<file path="config.mk">
export PLATFORM = sky130hd
export DESIGN_NAME = ebt_timer
export DESIGN_NICKNAME = d
export VERILOG_FILES = /design/src/verilog/ebt_timer.v /design/src/verilog/ebt_prescaler.v /design/src/verilog/ebt_edge_sync.v
export VERILOG_INCLUDE_DIRS = /design/src /design/src/inc
export SDC_FILE = /design/constraint.sdc
export NUM_CORES = 1
export LEC_CHECK = 0
export ABC_AREA = 0
export CORE_ASPECT_RATIO = 0.7
export CORE_UTILIZATION = 43
export CTS_CLUSTER_DIAMETER = 100
export CTS_CLUSTER_SIZE = 24
export DETAILED_ROUTE_END_ITERATION = 16
export DONT_BUFFER_PORTS = 1
export PLACE_DENSITY_LB_ADDON = 0.1
export REMOVE_ABC_BUFFERS = 1
export SETUP_SLACK_MARGIN = 0.15
export SYNTH_ARGS = -nofsm -noshare
export SYNTH_HDL_FRONTEND = slang
export SYNTH_SLANG_ARGS = --single-unit
export TNS_END_PERCENT = 50
</file>
<file path="constraint.sdc">
create_clock -name clk -period 1.9 [get_ports clk]
set_input_delay 0.19 -clock clk [delete_from_list [all_inputs] [get_ports clk]]
set_output_delay 0.19 -clock clk [all_outputs]
set_load 0.02 [all_outputs]
</file>
<file path="src/inc/ebt_consts.vh">
// Constants for the eight-bit timer/counter: register offsets, field positions, reset values, timing counts.
// Assumes inclusion by bare name from the design files.
`ifndef EBT_CONSTS_VH
`define EBT_CONSTS_VH
`define EBT_ADDR_COUNT      4'h0
`define EBT_ADDR_OPTION     4'h1
`define EBT_ADDR_INTCTL     4'h2
`define EBT_ADDR_STATUS     4'h3
`define EBT_ADDR_MASK       4'h4
`define EBT_OPT_RATE_LO     0
`define EBT_OPT_RATE_HI     2
`define EBT_OPT_BYPASS      3
`define EBT_OPT_EDGE        4
`define EBT_OPT_SOURCE      5
`define EBT_OPT_RESET       8'h3F
`define EBT_INT_FLAG        2
`define EBT_INT_ENABLE      5
`define EBT_STS_OVF         0
`define EBT_INHIBIT_CYCLES  2'h2
`define EBT_QUARTERS        4
`define EBT_Q2              2'h1
`define EBT_Q4              2'h3
`endif

</file>
<file path="src/verilog/ebt_timer.v">
// Top of the eight-bit timer/counter: register port, instruction phase, count core, flag and interrupt.
// Assumes a one-cycle read/write strobe master and inputs synchronous to clk except the count pin.
//
// The implementer's own choices: the register offsets and the address-and-strobe port.
`timescale 1ns/1ps
`include "ebt_consts.vh"
module ebt_timer (
  input  wire       clk,                  // System clock, 40 MHz.
  input  wire       rst_n,                // Synchronous reset, active low.
  input  wire [3:0] addr,                 // Register address.
  input  wire [7:0] wdata,                // Write data.
  input  wire       wr_en,                // Write strobe, one cycle.
  input  wire       rd_en,                // Read strobe, one cycle.
  output reg  [7:0] rdata,                // Read data, valid the cycle after rd_en.
  input  wire       sleep,                // Processor sleep level.
  input  wire       external_count_input, // External count pin.
  output reg        irq,                  // Level interrupt.
  output reg        overflow_gate         // One-cycle overflow pulse for the 16-bit timer gate.
);
  reg  [7:0] timer_count;
  reg        clock_source_select;
  reg        source_edge_select;
  reg        prescaler_bypass;
  reg  [2:0] prescale_rate;
  reg        overflow_flag;
  reg        overflow_irq_enable;
  reg        event_status;
  reg        event_mask;
  reg  [1:0] quarter;
  reg  [1:0] inhibit;
  reg        pre_last;
  reg        pre_sample;
  wire       pin_edge;
  wire       pre_level;
  wire       instr_tick;
  wire       source_tick;
  wire       pre_tick;
  wire       count_tick;
  wire       wrap;
  wire       count_wr;

  // Decodes a strobe at one register address.
  function hit;
    input [3:0] a;
    input [3:0] target;
    input       strobe;
    begin
      hit = strobe & (a == target);
    end
  endfunction

  assign count_wr = hit(addr, `EBT_ADDR_COUNT, wr_en);

  // Instruction cycle is four clock quarters; a tick ends each cycle.
  always @(posedge clk)
  begin
    if (!rst_n)
      quarter <= 2'h0;
    else
      quarter <= quarter + 2'h1;
  end

  assign instr_tick = (quarter == `EBT_Q4);

  ebt_edge_sync u_sync (
    .clk       (clk),
    .rst_n     (rst_n),
    .pin       (external_count_input),
    .falling   (source_edge_select),
    .edge_seen (pin_edge)
  );

  // source select picks the count source.
  assign source_tick = sleep ? 1'b0 : (clock_source_select ? pin_edge : instr_tick);

  ebt_prescaler #(
    .WIDTH (8)
  ) u_pre (
    .clk       (clk),
    .rst_n     (rst_n),
    .clear     (count_wr),
    .tick      (source_tick),
    .rate      (prescale_rate),
    .out_level (pre_level)
  );

  // prescaler output sampled at quarters two and four.
  always @(posedge clk)
  begin
    if (!rst_n)
    begin
      pre_sample <= 1'b0;
      pre_last   <= 1'b0;
    end
    else if (quarter == `EBT_Q2 || quarter == `EBT_Q4)
    begin
      pre_sample <= pre_level;
      pre_last   <= pre_sample;
    end
  end

  // falling edge of the divided tap is one prescaled count.
  // tap choice follows the rate field.
  assign pre_tick = pre_last & ~pre_sample & ((quarter == `EBT_Q2) | (quarter == `EBT_Q4)) & ~sleep;

  // bypass gives 1:1, otherwise the prescaler.
  assign count_tick = (prescaler_bypass ? source_tick : pre_tick) & (inhibit == 2'h0);

  assign wrap = count_tick & (timer_count == 8'hFF);

  // two instruction cycles of hold-off after a count write.
  always @(posedge clk)
  begin
    if (!rst_n)
      inhibit <= 2'h0;
    else if (count_wr)
      inhibit <= `EBT_INHIBIT_CYCLES;
    else if (instr_tick && inhibit != 2'h0)
      inhibit <= inhibit - 2'h1;
  end

  // no tick in sleep keeps the value.
  always @(posedge clk)
  begin
    if (!rst_n)
      timer_count <= 8'h00;
    else if (count_wr)
      timer_count <= wdata;
    else if (count_tick)
      timer_count <= timer_count + 8'h01;
  end

  // Option bits reset to all ones, the bypass set and external source selected.
  always @(posedge clk)
  begin
    if (!rst_n)
    begin
      clock_source_select <= 1'b1;
      source_edge_select  <= 1'b1;
      prescaler_bypass    <= 1'b1;
      prescale_rate       <= 3'h7;
    end
    else if (hit(addr, `EBT_ADDR_OPTION, wr_en))
    begin
      clock_source_select <= wdata[`EBT_OPT_SOURCE];
      source_edge_select  <= wdata[`EBT_OPT_EDGE];
      prescaler_bypass    <= wdata[`EBT_OPT_BYPASS];
      prescale_rate       <= wdata[`EBT_OPT_RATE_HI:`EBT_OPT_RATE_LO];
    end
  end

  // Interrupt control, flag, sticky status and mask; a wrap wins over a clear.
  always @(posedge clk)
  begin
    if (!rst_n)
    begin
      overflow_flag       <= 1'b0;
      overflow_irq_enable <= 1'b0;
      event_status        <= 1'b0;
      event_mask          <= 1'b0;
    end
    else
    begin
      if (hit(addr, `EBT_ADDR_INTCTL, wr_en))
        overflow_irq_enable <= wdata[`EBT_INT_ENABLE];
      if (wrap)
        overflow_flag <= 1'b1;
      else if (hit(addr, `EBT_ADDR_INTCTL, wr_en))
        overflow_flag <= wdata[`EBT_INT_FLAG];
      if (wrap)
        event_status <= 1'b1;
      else if (hit(addr, `EBT_ADDR_STATUS, wr_en) && wdata[`EBT_STS_OVF])
        event_status <= 1'b0;
      if (hit(addr, `EBT_ADDR_MASK, wr_en))
        event_mask <= wdata[`EBT_STS_OVF];
    end
  end

  // interrupt from flag and enable, or from the status copy with its mask set.
  // overflow pulse offered to the 16-bit timer gate.
  always @(posedge clk)
  begin
    if (!rst_n)
    begin
      irq           <= 1'b0;
      overflow_gate <= 1'b0;
    end
    else
    begin
      irq           <= (overflow_flag & overflow_irq_enable) | (event_status & event_mask);
      overflow_gate <= wrap;
    end
  end

  // read mux; unmapped addresses read zero.
  always @(posedge clk)
  begin
    if (!rst_n)
      rdata <= 8'h00;
    else if (rd_en)
    begin
      case (addr)
        `EBT_ADDR_COUNT:  rdata <= timer_count;
        `EBT_ADDR_OPTION: rdata <= {2'h0, clock_source_select, source_edge_select, prescaler_bypass, prescale_rate};
        `EBT_ADDR_INTCTL: rdata <= {2'h0, overflow_irq_enable, 2'h0, overflow_flag, 2'h0};
        `EBT_ADDR_STATUS: rdata <= {7'h00, event_status};
        `EBT_ADDR_MASK:   rdata <= {7'h00, event_mask};
        default:          rdata <= 8'h00;
      endcase
    end
    else
      rdata <= 8'h00;
  end
endmodule // ebt_timer

</file>
<file path="src/verilog/ebt_prescaler.v">
// Dedicated 3-bit rate prescaler: a ripple-free divider whose tap is picked by the rate field.
// Assumes count pulses one clock wide and a synchronous clear from the timer core.
`timescale 1ns/1ps
module ebt_prescaler #(
  parameter WIDTH = 8                     // Divider stages.
) (
  input  wire       clk,                  // System clock.
  input  wire       rst_n,                // Synchronous reset, active low.
  input  wire       clear,                // Clears the hidden count.
  input  wire       tick,                 // Input event pulse.
  input  wire [2:0] rate,                 // Rate select, 000 divides by 2.
  output reg        out_level             // Selected divider tap.
);
  reg  [WIDTH-1:0] div;
  reg  [WIDTH-1:0] next_div;

  // Next divider value; the count is never visible to software.
  always @*
  begin
    next_div = div;
    if (clear)
      next_div = {WIDTH{1'b0}};
    else if (tick)
      next_div = div + {{(WIDTH-1){1'b0}}, 1'b1};
  end

  // Holds the divider and picks tap rate, so 000 gives 1:2 and 111 gives 1:256.
  always @(posedge clk)
  begin
    if (!rst_n)
    begin
      div       <= {WIDTH{1'b0}};
      out_level <= 1'b0;
    end
    else
    begin
      div       <= next_div;
      out_level <= next_div[rate];
    end
  end
endmodule // ebt_prescaler

</file>
<file path="src/verilog/ebt_edge_sync.v">
// Two-stage synchroniser and edge picker for the external count pin.
// Assumes the pin is a plain level; only the second stage is read.
`timescale 1ns/1ps
module ebt_edge_sync (
  input  wire clk,                        // System clock.
  input  wire rst_n,                      // Synchronous reset, active low.
  input  wire pin,                        // External count input.
  input  wire falling,                    // High selects falling edges.
  output reg  edge_seen                   // One-cycle pulse per chosen edge.
);
  reg stage1;
  reg stage2;
  reg last;

  // Synchronise, then compare the settled level with its previous value.
  always @(posedge clk)
  begin
    if (!rst_n)
    begin
      stage1    <= 1'b0;
      stage2    <= 1'b0;
      last      <= 1'b0;
      edge_seen <= 1'b0;
    end
    else
    begin
      stage1    <= pin;
      stage2    <= stage1;
      last      <= stage2;
      edge_seen <= falling ? (last & ~stage2) : (~last & stage2);
    end
  end
endmodule // ebt_edge_sync

</file>
==> results.txt <==
* Endpoints failing hold: 0
- Synth cell types: 44
- Count leader, synth: dfxtp_1
- For the final database, setup skew stands at 0.00826 ns.
- CP Data Arrival Time: 2.03 ns
- Walking the worst path, the cells encountered are ha_4, mux2i_4, nor3_2, and3_1, or4_1, a311oi_2.
* Overall Power: 1.99 mW
* Iter 0 DRT Violations: 107
* Total routed wirelength: 5.41 mm
* Peak Freq: 0.549 GHz
- Tot GR Track Use: 0.206
- Share of the synthesized netlist area taken by xor and xnor gates: 0.0516
* CTS clock-pin slew for the worst setup and hold paths: 0.09 ns
- Vias per cell: 5.32
* Simple-Gate Fraction of Synth Area: 0.260
- Number of remaining DRC errors: 0
- Endpoint kind of the worst setup timing path: register
- 28 I/O pins were placed.
- Of the available clock period, the critical path in the final layout requires 0.958.
- The critical path in this run is classified as register to register.
- In the synthesized netlist the dominant register cell turns out to be dfxtp_1.
- Max-capacitance violation count: 0
- Setup repair after global routing could not meet its margin everywhere.
- By area the synthesized netlist is led by dfxtp_1 (43%), nand2_1 (5.1%), nand3_1 (4.1%), xor2_1 (4.0%), o21ai_0 (3.4%).
* Number of buffers and inverters on the critical path: 0
- The first global-routing pass estimated 8.29 mm of wire.
* Launch point of the worst path: quarter[1]$_SDFF_PN0_
* Max stage delay cell, worst path: or4_1
- TritonCTS built the clock tree.
- Main combinational cell family by area after synthesis: simple AND/OR/NAND/NOR gates
- Detailed-router iteration count before antenna repair: 4
- The floorplan has 21 rows.
- CTS root buffer: clkbuf_8
* Worst r2r src: quarter[1]$_SDFF_PN0_
- Measured along the y axis, the die boundary spans 61.9 µm.
* Worst IR Drop VDD: 0.000539 V
- After synthesis the netlist holds a flip-flop and latch count of 47.
* Slew Limit Headroom: 0.669
* CP delay by family, top: simple AND/OR/NAND/NOR gates
- Global route overflow: 0
- Die boundary width: 87.6 µm
- The routed layout has 1852 vias.
* Clock tree sinks: 47
- Post-synthesis instance total: 254
- Initial antenna violation count: 0
- After the last flow step, the layout net total stands at 301.
* Source-to-sink clock delay at the later pin of the worst-skew pair: 0.30 ns
- Counting flops with an async set or reset pin after synthesis yields a share of 0.
- The worst hold path belongs to the class primary input to register.
- Summed over all nets, the half-perimeter wirelength after detailed placement is 3.71 mm.
* Area of the mapped netlist: 2210 µm²
- The run finished with clean final reports.
- The core region is 4860 µm².
- Post-synthesis sequential area ratio: 0.427
* Effective utilization at floorplan: 0.454
- A synthesized cell averages 8.68 µm².
- For the pin with the worst max-slew slack, the measured transition is 0.495 ns.
- The worst path in the final design needs a cycle of 1.82 ns, including I/O delays and setup.
- Die footprint: 5420 µm²
- Share of Yosys cell area claimed by the top area cell type: 0.427
- Leakage power figure: 1.03 nW
* Required @ worst endpoint: 2.11 ns
- CTS built an H-tree with a depth of 2.
* Yosys warning total: 0
- Once layout is complete, the utilization of the core stands at 0.558.
- STA classifies the critical path startpoint as a register.
- Via count of the first global-routing pass: 1674
- After detailed routing, the average wire length per cell comes to 15.5 µm.
- The max-slew violation count is 0.
- Power per unit of standard cell area: 735 nW/µm²
* Antenna cell count: 0
* Synthesized-area fraction occupied by ao, oa, aoi and oai cells: 0.170
- Longest individual stage delay on the worst path: 0.52 ns
* Worst-path maximum fanout: 3
* Post-synth EDFFs: 0
- Relative to the synthesized area, the layout overhead comes to 23.0%.
- In this run the tool buffered the top-level ports with 0 buffer cells.
- Setup Viol. Count Final: 0
* Hold path startpoint: rst_n
- Gpl congestion: 0.811
- Synth top cells by count: dfxtp_1 (47), nand2_1 (30), nand3_1 (18)
* Area leader, netlist: dfxtp_1
- Pin count of the biggest net entering global routing: 28
* Post-route insts no fill: 348
* Post-route ant nets: 0
- Number of clock buffers inserted by TritonCTS: 5
- Of the total synthesized cell area, the portion taken by full adders, half adders and majority gates is 0.0284.
- Counting along the longest clock path gives a buffer depth of 2.
- Including well taps, the total number of placed cells is 331.
* Fraction of synthesized area in multiplexers: 0.0340
* Fraction of final layout cells sized beyond drive strength 1: 0.208
## worst reg2reg max path: stages (launching register included)
cell and delay (ns):
dfxtp_2 0.34, ha_4 0.18, mux2i_4 0.20, nor3_2 0.09, and3_1 0.16, or4_1 0.52
a311oi_2 0.25
## layout make-up
| class | count | area (µm²) |
|---|---|---|
| fill | 440 | 2150 |
| inverter | 7 | 26.3 |
| clock inverter | 2 | 60.1 |
| clock buffer | 6 | 72.6 |
| tap | 69 | 86.3 |
| timing repair buffer | 27 | 226 |
| sequential | 47 | 947 |
| multi-input combinational | 190 | 1290 |
## state kept, by name, indices dropped and copies added, names as in the netlist, 2 cells and up
signal / count
rdata: 8
inhibit: 2
u_pre.div: 8
timer_count: 8
prescale_rate: 3
quarter: 2
## what timing repair did
action | in CTS | in global routing
hold endpoints to repair | 7 | 1
resized for setup | 8 | 14
setup buffers | 5 | 1
setup endpoints to repair | 9 | 12
pin swaps | 8 | 8
hold buffers | 1 | 2
## path summary, 6_finish.rpt
path                                                    to  slack [ns]  cells after the start
worst max-delay path            u_pre.out_level$_SDFF_PN0_        0.08                      6
worst min-delay path              u_sync.stage2$_SDFF_PN0_        0.01                      1
worst max register to register  u_pre.out_level$_SDFF_PN0_        0.08                      6
worst min register to register    u_sync.stage2$_SDFF_PN0_        0.44                      1
## logic make-up (layout without fill, tap and decap cells)
group | after synthesis | after routing
muxes | 6 | 6
AOI/OAI and AO/OA | 57 | 57
xor gates and xnor gates | 13 | 13
adders and majority gates | 5 | 5
buffers and inverters | 17 | 42
and+or+nand+nor | 109 | 109
DFF | 47 | 47
## placed cells by master, fill, tap and decap left out, types with 3 or more instances in the layout
cell,Yosys,layout
nand2_1,30,28
dlygate4sd3_1,0,3
a31oi_1,5,5
dfxtp_1,47,42
nor3_1,3,3
nand4_1,4,4
nor2_1,17,16
o211ai_1,5,5
ha_1,5,3
nor2b_1,9,9
o21ai_0,15,15
a22oi_1,6,6
a21boi_0,3,3
xnor2_1,3,3
and3_1,3,3
nand2b_1,4,4
clkbuf_8,0,5
buf_4,0,22
xor2_1,10,10
dfxtp_2,0,5
a21oi_1,9,9
mux2i_1,3,3
and2_1,7,7
nand3_1,18,17
inv_1,7,7
## through the flow
step	cell area, µm²	setup slack [ns]	hold slack, ns	TNS (ns)
after floorplan	2170	-0.0638	0.262	-0.103
after global placement	2400	0.00151	0.268	0
after detailed placement	2400	-0.0643	0.268	-0.0900
after CTS	2610	0.0909	0.00325	0
after global routing	2710	-0.00563	0.000571	-0.00563
final	2710	0.0800	0.0105	0
## report_power, final
| part | switching [mW] | internal (mW) | leakage (nW) | total [mW] |
|---|---|---|---|---|
| Sequential | 0.0171 | 1.00 | 0.382 | 1.02 |
| Clock | 0.335 | 0.526 | 0.0654 | 0.861 |
| Combinational | 0.0553 | 0.0580 | 0.583 | 0.113 |
| Total | 0.408 | 1.59 | 1.03 | 1.99 |
## layer usage
metal / wire length, µm / vias up / track usage
li1: - / 950 / -
met2: 2230 / 53 / 0.290
met1: 2820 / 842 / 0.314
met4: 56 / 0 / 0.0539
met5: 0 / - / 0
met3: 304 / 7 / 0.0436
No activity file was read; power rests on OpenSTA's default activity.
